File: src/hw/pport_pkg.sv
/*
  Shared constants and types for the printer port register block:
  port offsets, bit positions, reset values, operating modes, the
  enhanced-cycle state codes and the enhanced-cycle watchdog timing.
  Assumes a 50 MHz system clock.
*/
package pport_pkg;

  // Port offsets relative to the decoded base
  localparam logic [2:0] OFS_DATA      = 3'h0;
  localparam logic [2:0] OFS_STATUS    = 3'h1;
  localparam logic [2:0] OFS_CONTROL   = 3'h2;
  localparam logic [2:0] OFS_EPP_ADDR  = 3'h3;
  localparam logic [2:0] OFS_EPP_DATA0 = 3'h4;
  localparam logic [2:0] OFS_EPP_DATA3 = 3'h7;

  // Status port bit positions
  localparam int ST_TIMEOUT = 0;
  localparam int ST_FAULT   = 3;
  localparam int ST_ONLINE  = 4;
  localparam int ST_PAPER   = 5;
  localparam int ST_ACK     = 6;
  localparam int ST_READY   = 7;

  // Control port bit positions
  localparam int CTL_STROBE = 0;
  localparam int CTL_AUTO_LINEFEED_BIT = 1;
  localparam int CTL_INIT   = 2;
  localparam int CTL_SELECT = 3;
  localparam int CTL_IRQ_EN = 4;
  localparam int CTL_DIR    = 5;
  localparam int CTL_W      = 6;

  // Reset values
  localparam logic [7:0]       DATA_RESET    = 8'h00;
  localparam logic [CTL_W-1:0] CONTROL_RESET = 6'h00;
  localparam logic [7:0]       EPP_RESET     = 8'h00;

  // Enhanced-cycle watchdog: least time, rounded up to whole cycles
  localparam int CLK_PERIOD_NS  = 20;
  localparam int EPP_TIMEOUT_NS = 10000;
  localparam int TMR_W          = 10;
  localparam logic [TMR_W-1:0] EPP_TIMEOUT_CYCLES =
    TMR_W'((EPP_TIMEOUT_NS + CLK_PERIOD_NS - 1) / CLK_PERIOD_NS);

  // Operating mode chosen by configuration outside this block
  typedef enum logic [1:0] {
    MODE_PRINTER        = 2'h0,
    MODE_STANDARD_BIDIR = 2'h1,
    MODE_EPP            = 2'h2,
    MODE_ECP            = 2'h3
  } port_mode_t;

  // Enhanced-cycle sequencer states
  typedef enum logic [2:0] {
    EPP_IDLE = 3'b001,
    EPP_BUSY = 3'b010,
    EPP_HOLD = 3'b100
  } epp_state_t;

endpackage : pport_pkg

File: src/hw/epp_timer_if.sv
/*
  Carrier between the enhanced-cycle sequencer and its watchdog timer.
  Assumes both ends run on the same system clock.
*/
`timescale 1ns/1ps
interface epp_timer_if;
  logic run;      // Cycle in progress, timer counts
  logic expired;  // Level: cycle ran past the limit

  modport ctl (output run, input expired);
  modport tmr (input run, output expired);
endinterface : epp_timer_if

File: src/hw/epp_cycle_timer.sv
/*
  Watchdog for enhanced cycles: counts while run is high and raises
  expired once more than the limit has passed. Assumes run drops when
  the cycle finishes or is aborted.
*/
`timescale 1ns/1ps
module epp_cycle_timer
  import pport_pkg::*;
(
  input  wire logic  sys_clk,  // System clock
  input  wire logic  rst,      // Async reset, active high
  epp_timer_if.tmr   tif       // Run in, expiry out
);

  logic [TMR_W-1:0] count;

  // Counter saturates at the limit so a stuck cycle cannot wrap
  always_ff @(posedge sys_clk or posedge rst) begin
    if (rst) begin
      count       <= '0;
      tif.expired <= 1'b0;
    end else if (!tif.run) begin
      count       <= '0;
      tif.expired <= 1'b0;
    end else begin
      if (count != EPP_TIMEOUT_CYCLES) begin
        count <= count + TMR_W'(1);
      end
      tif.expired <= (count == EPP_TIMEOUT_CYCLES);
    end
  end
endmodule : epp_cycle_timer

File: src/hw/printer_port_registers.sv
/*
  Register side of a parallel printer port: eight byte ports behind an
  ISA-style strobe interface, the cable line mapping, the enhanced-cycle
  watchdog and the acknowledge interrupt. Assumes host strobes and cable
  inputs are synchronous to sys_clk and the address is stable while a
  strobe is low. Mode and base come from configuration outside.
*/
`timescale 1ns/1ps

// Function
// - Decode eight byte ports from base: data, status, control, address, four data ports.
// - Enhanced address and data ports answer only in enhanced mode; others always.
// - Data register clears on reset, loads on write strobe rising edge, drives cable.
// - Standard-mode data read returns live cable lines, not a stored copy.
// - Status byte is captured at read start and held until strobe ends.
// - Status bit 0 flags 10 us timeout; reset clears; writing one clears.
// - Status bits 1 and 2 always read zero.
// - Status bit 3 returns the active-low fault input uninverted.
// - Status bit 4 returns the printer online input.
// - Status bit 5 returns the paper-out input.
// - Status bit 6 returns the active-low acknowledge input.
// - Status bit 7 returns the inverse of the busy input.
// - Reset clears control bits 0 to 5; bits 6 and 7 read zero.
// - Control bit 0 inverted drives the data strobe line.
// - Control bit 1 inverted drives the auto-linefeed line.
// - Control bit 2 drives the printer initialise line uninverted.
// - Control bit 3 inverted drives the select-printer line.
// - With control bit 4 set, each acknowledge rising edge raises interrupt.
// - Control bit 5 sets data direction except in printer mode, always output, and during enhanced cycles, which set their own.
// - Enhanced cycle over 10 us without wait release sets timeout and aborts.
module printer_port_registers
  import pport_pkg::*;
(
  input  wire logic       sys_clk,              // System clock, 50 MHz
  input  wire logic       rst,                  // Async reset, active high
  input  wire logic [15:0] base_addr,           // Port base from configuration
  input  port_mode_t      port_mode,            // Operating mode from configuration
  input  wire logic [15:0] host_addr,           // Host I/O address
  input  wire logic [7:0] host_data_in,         // Host write data
  output      logic [7:0] host_data_out,        // Host read data
  output      logic       host_data_oe,         // Drive host data bus
  input  wire logic       host_write_strobe_n,  // Host write strobe, active low
  input  wire logic       host_read_strobe_n,   // Host read strobe, active low
  output      logic       io_channel_ready,     // Low stretches host cycle
  output      logic       ack_irq,              // Interrupt request pulse
  input  wire logic [7:0] cable_data_in,        // Cable data lines, level in
  output      logic [7:0] cable_data_out,       // Cable data lines, level out
  output      logic       cable_data_oe,        // High while driving cable data
  input  wire logic       printer_fault_in_n,   // Printer fault, active low
  input  wire logic       printer_online_in,    // Printer selected
  input  wire logic       paper_out_in,         // Paper exhausted
  input  wire logic       printer_ack_in_n,     // Acknowledge, active low
  input  wire logic       printer_busy_in,      // Printer busy
  input  wire logic       peripheral_wait_n,    // Peripheral wait line
  output      logic       data_strobe_out_n,    // Data strobe, active low
  output      logic       auto_linefeed_out_n,  // Auto linefeed, active low
  output      logic       printer_init_n,       // Initialise printer, active low
  output      logic       select_printer_out_n  // Select printer, active low
);

  logic [7:0]       printer_data_out;       // Data port register
  logic [CTL_W-1:0] printer_line_control;   // Control port, bits 0..5
  logic             enh_cycle_timeout_flag; // Status bit 0
  logic [7:0]       enh_out;                // Enhanced write byte
  logic [7:0]       enh_in;                 // Enhanced read byte
  logic             enh_is_write;           // Current enhanced cycle direction
  epp_state_t       epp_state;
  logic             wr_q;
  logic             rd_q;
  logic             ack_q;
  logic [7:0]       live_status;
  logic [7:0]       held_status;

  epp_timer_if tif ();

  // Strobe edges and address decode
  wire       wr_act   = !host_write_strobe_n;
  wire       rd_act   = !host_read_strobe_n;
  wire       wr_start = wr_act && !wr_q;
  wire       rd_start = rd_act && !rd_q;
  wire       wr_end   = wr_q && !wr_act;  // Rising edge of write strobe
  wire [2:0] ofs      = host_addr[2:0];
  wire       hit      = (host_addr[15:3] == base_addr[15:3]);
  wire       enh_port = (ofs >= OFS_EPP_ADDR);
  wire       answers  = hit && (!enh_port || port_mode == MODE_EPP);
  wire       enh_go   = (wr_start || rd_start) && hit && enh_port && (port_mode == MODE_EPP);

  // Status byte as the cable shows it; bits 1 and 2 have no storage
  assign live_status = {!printer_busy_in,
                        printer_ack_in_n,
                        paper_out_in,
                        printer_online_in,
                        printer_fault_in_n,
                        2'b00,
                        enh_cycle_timeout_flag};

  status_capture u_status (
    .sys_clk     (sys_clk),
    .rst         (rst),
    .capture     (rd_start && hit && ofs == OFS_STATUS),
    .live_status (live_status),
    .held_status (held_status)
  );

  epp_cycle_timer u_timer (
    .sys_clk (sys_clk),
    .rst     (rst),
    .tif     (tif.tmr)
  );

  assign tif.run = (epp_state == EPP_BUSY);

  // Previous strobe and acknowledge levels for edge detection
  always_ff @(posedge sys_clk or posedge rst) begin
    if (rst) begin
      wr_q  <= 1'b0;
      rd_q  <= 1'b0;
      ack_q <= 1'b1;
    end else begin
      wr_q  <= wr_act;
      rd_q  <= rd_act;
      ack_q <= printer_ack_in_n;
    end
  end

  // Data port takes the byte when the write strobe is released
  always_ff @(posedge sys_clk or posedge rst) begin
    if (rst) begin
      printer_data_out <= DATA_RESET;
    end else if (wr_end && hit && ofs == OFS_DATA) begin
      printer_data_out <= host_data_in;
    end
  end

  // Control port: only six bits exist, the top two are wired low
  always_ff @(posedge sys_clk or posedge rst) begin
    if (rst) begin
      printer_line_control <= CONTROL_RESET;
    end else if (wr_end && hit && ofs == OFS_CONTROL) begin
      printer_line_control <= host_data_in[CTL_W-1:0];
    end
  end

  // Timeout flag; an expiry in the clearing cycle wins over the clear.
  // Other status bits written by the host are simply dropped.
  always_ff @(posedge sys_clk or posedge rst) begin
    if (rst) begin
      enh_cycle_timeout_flag <= 1'b0;
    end else if (epp_state == EPP_BUSY && !peripheral_wait_n && tif.expired) begin
      enh_cycle_timeout_flag <= 1'b1;
    end else if (wr_end && hit && ofs == OFS_STATUS && host_data_in[ST_TIMEOUT]) begin
      enh_cycle_timeout_flag <= 1'b0;
    end
  end

  // Enhanced-cycle sequencer: hold the host off until the peripheral
  // releases wait or the watchdog gives up on it
  always_ff @(posedge sys_clk or posedge rst) begin
    if (rst) begin
      epp_state        <= EPP_IDLE;
      enh_is_write     <= 1'b0;
      enh_out          <= EPP_RESET;
      enh_in           <= EPP_RESET;
      io_channel_ready <= 1'b1;
    end else begin
      unique case (epp_state)
        EPP_IDLE: begin
          if (enh_go) begin
            epp_state        <= EPP_BUSY;
            enh_is_write     <= wr_start;
            io_channel_ready <= 1'b0;
            if (wr_start) begin
              enh_out <= host_data_in;
            end
          end
        end
        EPP_BUSY: begin
          if (peripheral_wait_n) begin
            epp_state        <= EPP_HOLD;
            io_channel_ready <= 1'b1;
            if (!enh_is_write) begin
              enh_in <= cable_data_in;
            end
          end else if (tif.expired) begin
            epp_state        <= EPP_HOLD;
            io_channel_ready <= 1'b1;
          end
        end
        EPP_HOLD: begin
          if (!wr_act && !rd_act) begin
            epp_state <= EPP_IDLE;
          end
        end
      endcase
    end
  end

  // Host read data; data port reads follow the cable every cycle
  always_ff @(posedge sys_clk or posedge rst) begin
    if (rst) begin
      host_data_out <= 8'h00;
      host_data_oe  <= 1'b0;
    end else if (rd_act && answers) begin
      host_data_oe <= 1'b1;
      if (ofs == OFS_DATA) begin
        host_data_out <= cable_data_in;
      end else if (ofs == OFS_STATUS) begin
        host_data_out <= rd_start ? live_status : held_status;
      end else if (ofs == OFS_CONTROL) begin
        host_data_out <= {2'b00, printer_line_control};
      end else begin
        host_data_out <= enh_in;
      end
    end else begin
      host_data_out <= 8'h00;
      host_data_oe  <= 1'b0;
    end
  end

  // Cable data and direction; printer mode always drives out
  always_ff @(posedge sys_clk or posedge rst) begin
    if (rst) begin
      cable_data_out <= DATA_RESET;
      cable_data_oe  <= 1'b1;
    end else begin
      if (epp_state != EPP_IDLE && enh_is_write) begin
        cable_data_out <= enh_out;
      end else begin
        cable_data_out <= printer_data_out;
      end
      if (port_mode == MODE_PRINTER) begin
        cable_data_oe <= 1'b1;
      end else if (epp_state != EPP_IDLE) begin
        cable_data_oe <= enh_is_write;
      end else begin
        cable_data_oe <= !printer_line_control[CTL_DIR];
      end
    end
  end

  // Control lines to the cable, each through its own flip-flop
  always_ff @(posedge sys_clk or posedge rst) begin
    if (rst) begin
      data_strobe_out_n    <= !CONTROL_RESET[CTL_STROBE];
      auto_linefeed_out_n  <= !CONTROL_RESET[CTL_AUTO_LINEFEED_BIT];
      printer_init_n       <= CONTROL_RESET[CTL_INIT];
      select_printer_out_n <= !CONTROL_RESET[CTL_SELECT];
    end else begin
      data_strobe_out_n    <= !printer_line_control[CTL_STROBE];
      auto_linefeed_out_n  <= !printer_line_control[CTL_AUTO_LINEFEED_BIT];
      printer_init_n       <= printer_line_control[CTL_INIT];
      select_printer_out_n <= !printer_line_control[CTL_SELECT];
    end
  end

  // One pulse per acknowledge release, only while enabled
  always_ff @(posedge sys_clk or posedge rst) begin
    if (rst) begin
      ack_irq <= 1'b0;
    end else begin
      ack_irq <= printer_line_control[CTL_IRQ_EN] && printer_ack_in_n && !ack_q;
    end
  end
endmodule : printer_port_registers

File: src/hw/status_capture.sv
/*
  Holds the status byte stable for the length of a host read.
  Assumes capture is a one-cycle pulse at the start of a status read.
*/
`timescale 1ns/1ps
module status_capture (
  input  wire logic       sys_clk,      // System clock
  input  wire logic       rst,          // Async reset, active high
  input  wire logic       capture,      // Pulse at read start
  input  wire logic [7:0] live_status,  // Status as seen now
  output      logic [7:0] held_status   // Frozen copy
);

  // Freeze the byte so a line changing mid-read cannot tear it
  always_ff @(posedge sys_clk or posedge rst) begin
    if (rst) begin
      held_status <= 8'h00;
    end else if (capture) begin
      held_status <= live_status;
    end
  end
endmodule : status_capture
File: config.mk
export PLATFORM = sky130hd
export DESIGN_NAME = printer_port_registers
export DESIGN_NICKNAME = d
export VERILOG_FILES = /design/src/hw/pport_pkg.sv /design/src/hw/epp_timer_if.sv /design/src/hw/epp_cycle_timer.sv /design/src/hw/printer_port_registers.sv /design/src/hw/status_capture.sv
export SDC_FILE = /design/constraint.sdc
export NUM_CORES = 1
export LEC_CHECK = 0
export BUFFER_PORTS_ARGS = -buffer_cell sky130_fd_sc_hd__buf_2
export CAP_MARGIN = 20
export CORE_ASPECT_RATIO = 0.9
export CORE_MARGIN = 8
export CORE_UTILIZATION = 30
export CTS_BUF_LIST = sky130_fd_sc_hd__clkbuf_4 sky130_fd_sc_hd__clkbuf_8
export CTS_CLUSTER_SIZE = 16
export DETAILED_ROUTE_END_ITERATION = 8
export HOLD_SLACK_MARGIN = 0.1
export PLACE_DENSITY_LB_ADDON = 0.05
export SLEW_MARGIN = 20
export SYNTH_ARGS = -nofsm -noshare
export SYNTH_HDL_FRONTEND = slang
export SYNTH_HIERARCHICAL = 1
export SYNTH_SLANG_ARGS = --single-unit
File: constraint.sdc
create_clock -name sys_clk -period 3.04 [get_ports sys_clk]
set_clock_uncertainty 0.15 [all_clocks]
set_input_delay 0.304 -clock sys_clk [delete_from_list [all_inputs] [get_ports sys_clk]]
set_output_delay 0.304 -clock sys_clk [all_outputs]
set_load 0.05 [all_outputs]
==> impl_metrics.toml <==
[yosys]
ys.flop_type = "dfrtp_1"
synth_area_sq_um = 3760
synth_xor_area_share_pct = 3.50
synth_edf_count = 0
synth_top_family_by_area = "multiplexers"
netlist_instances = 306
yosys-mux-area-fraction_pct = 16.8
synth_compound_area_share_pct = 9.52
synthSimpleGateAreaFrac_pct = 12.4
synthAdderAreaFrac_pct = 0.666
synth_top_cell_by_area = "dfrtp_1"
ys_async_sr_fraction_pct = 100
yosys-top-cells-area = "dfrtp_1 49%, mux2_2 10%, mux2_4 6.4%, dfstp_2 4.9%, xor2_1 2.3%"
yosysWarningCount = 6
ys_ff_latch = 81
synth_top_area_share_pct = 49.3
yosysUniqueCellTypes = 54
syn_area_per_cell_sq_um = 12.3
seq_area_frac_synth_pct = 54.2

[critical_path]
arrival_ns = 2.63
cp-start-kind = "flop"
ff2ff_setup_slack_ns = 0.50
critPathRequiredTime_ns = 3.12
crit_type = "flop to flop"
endpoint_kind = "flop"
worst-path-max-fanout = 8
ff2ff_path_depth = 6

[cts]
cts_setup_buffers = 0
cts.clk_slew.worst_paths_ns = 0.08
cts_max_level = 3
cts_tree = "yes"
cts_sinks = 81
cts_root_buf = "clkbuf_8"
cts_buffer_depth = 2
numCtsBuffers = 9
clk_latency_ns = 0.35

[routing]
dr.pass1.iters = 4
wire_per_inst_microns = 16.7
wirelength_mm = 9.91
vias = 2788
viasPerCell = 4.69
drc = 0
drt_iter0_markers = 130
ant_nets = 0

[cells_and_area]
layout_commonest_cell = "buf_2"
syn2layout_area_growth_pct = 29.8
nFillCells = 1200
final_util_pct = 40.2
final_cell_mix = "80 x buf_2, 74 x dfrtp_1, 34 x mux2_2"
nNetsFinal = 491
diodes = 0
layout-drive-gt1-share_pct = 39.6

[floorplan]
die_area_sq_um = 16400
ioPinCount = 84
rows = 38
dieHeight_microns = 122
core_sq_um = 12100
die_width_microns = 134
initial_utilization_pct = 31.0

[sta]
hold_violations = 0
setup_viol = 0
rsz0062_at_grt = "no"
slew_viol_final = 0
fmax_mhz = 393
setup_tns_ns = 0
tightest_slew_ns = 0.584
max_slew_margin_pct = 61.1
fin_crit_ns = 2.54
fin_crit_sh_pct = 83.7

[job]
maxCapViolCount = 0

[power_and_ir_drop]
seqPwrFrac_pct = 50.2
ir_drop_v = 0.000268
p_comb_share_pct = 13.8
switching_power_uw = 612
p_leak_nw = 2.37
switching_share_pct = 26.7
power_density_nw_per_um2 = 470
clockPowerShare_pct = 36.0
intPower_mw = 1.68

[global_route]
grt_first_pass_wirelength_mm = 15.9
grt_util_all_layers_pct = 12.4
grt_start_max_net_pins = 25
grt_antenna_before_repair = 0
first_global_vias = 2929
overflow = 0

[min_path]
min_path_cells = 2
hold_path.class = "primary input to flop"

[run_status]
status = "completed"

[place]
portBuffers = 80
place.gp.congestion = 0.716
dp_hpwl_mm = 7.24
==> per-layer routing <==
layer	wire (microns)	share of wire (%)	global-route usage (%)
met5	0	0	0
met4	72	0.73	3.36
met3	440	4.4	3.79
met2	4900	49	20.1
met1	4500	45	15.9
==> final cells by class <==
class | count | area [sq um] | area share, %
well taps | 160 | 200 | 4.10
multi-input cells | 202 | 1620 | 33.2
repair buffers | 117 | 743 | 15.2
inverters | 18 | 67.6 | 1.38
flip-flops and latches | 81 | 2040 | 41.7
clock buffers | 12 | 159 | 3.26
clock inverters | 4 | 51.3 | 1.05
==> cell families after synthesis <==
| kind of cell | count (synthesis) |
|---|---|
| buffers and inverters | 24 |
| flip-flops | 81 |
| other | 1 |
| multiplexers | 51 |
| AO/OA/AOI/OAI | 52 |
| adder cells (fa/ha/maj) | 2 |
| AND/OR/NAND/NOR | 80 |
| XOR/XNOR | 15 |
==> worst paths after layout <==
check / startpoint / to
hold / removal: host_data_in[0] / printer_data_out[0]
setup / recovery: epp_state[0] / enh_out[5]
hold reg to reg: printer_line_control[0] / data_strobe_out_n
min in group asynchronous: rst / u_status/held_status[0]
max in group asynchronous: rst / cable_data_oe
setup reg to reg: epp_state[0] / enh_out[5]
==> power by group through the flow <==
stage          clock network (mW)  registers [mW]  logic [mW]
2_1_floorplan                   0            1.16       0.174
3_3_place_gp                    0            1.17       0.298
3_5_place_dp                    0            1.17       0.300
4_1_cts                     0.863            1.15       0.325
5_1_grt                     0.906            1.16       0.363
6_report                    0.826            1.15       0.317
==> registers in the layout, indices dropped and copies added (netlist names) <==
register	count
enh_out	8
u_timer/tif.expired	1
enh_cycle_timeout_flag	1
enh_in	8
host_data_oe	1
u_status/held_status	8
wr_q	1
host_data_out	8
u_timer/count	10
enh_is_write	1
printer_init_n	1
ack_q	1
ack_irq	1
select_printer_out_n	1
io_channel_ready	1
data_strobe_out_n	1
auto_linefeed_out_n	1
epp_state	3
rd_q	1
printer_data_out	8
cable_data_oe	1
cable_data_out	8
printer_line_control	6
==> synth_stat cells, types with 3 or more instances <==
cell type	number
o31ai_1	6
o21ai_0	7
nor3_1	5
a22o_1	4
nor2_1	12
xnor2_1	5
nand4_1	6
nand3_1	10
mux2_4	16
a222oi_1	5
xor2_1	10
o211ai_1	3
nand2b_1	4
dfstp_2	7
nand2_1	18
clkbuf_1	4
or3_1	3
mux2_2	34
inv_1	17
a21oi_1	15
dfrtp_1	74
==> critical path, stage by stage (launching register included) <==
cell and delay, ns:
dfstp_2 0.54, or3b_1 0.43, nand4b_1 0.23, or3_1 0.40
nor3_4 0.12, buf_4 0.21, mux2_2 0.35
==> through the flow <==
| step | cells | worst slack, ns | hold WS [ns] | power (mW) | area, sq um |
|---|---|---|---|---|---|
| after detailed placement | 552 | 0.322 | 0.154 | 1.47 | 4410 |
| after floorplan | 307 | 0.612 | -0.0303 | 1.33 | 3760 |
| after global routing | 594 | 0.373 | 0.117 | 2.43 | 4880 |
| final | 594 | 0.496 | 0.136 | 2.29 | 4880 |
| after global placement | 552 | 0.333 | 0.161 | 1.47 | 4410 |
| after CTS | 594 | 0.490 | 0.132 | 2.34 | 4880 |
==> timing repair <==
action                    in CTS  in global routing
hold endpoints to repair      76                  0
hold buffers                  26                  0
resized for setup              0                  0
No activity file was read; power rests on OpenSTA's default activity.
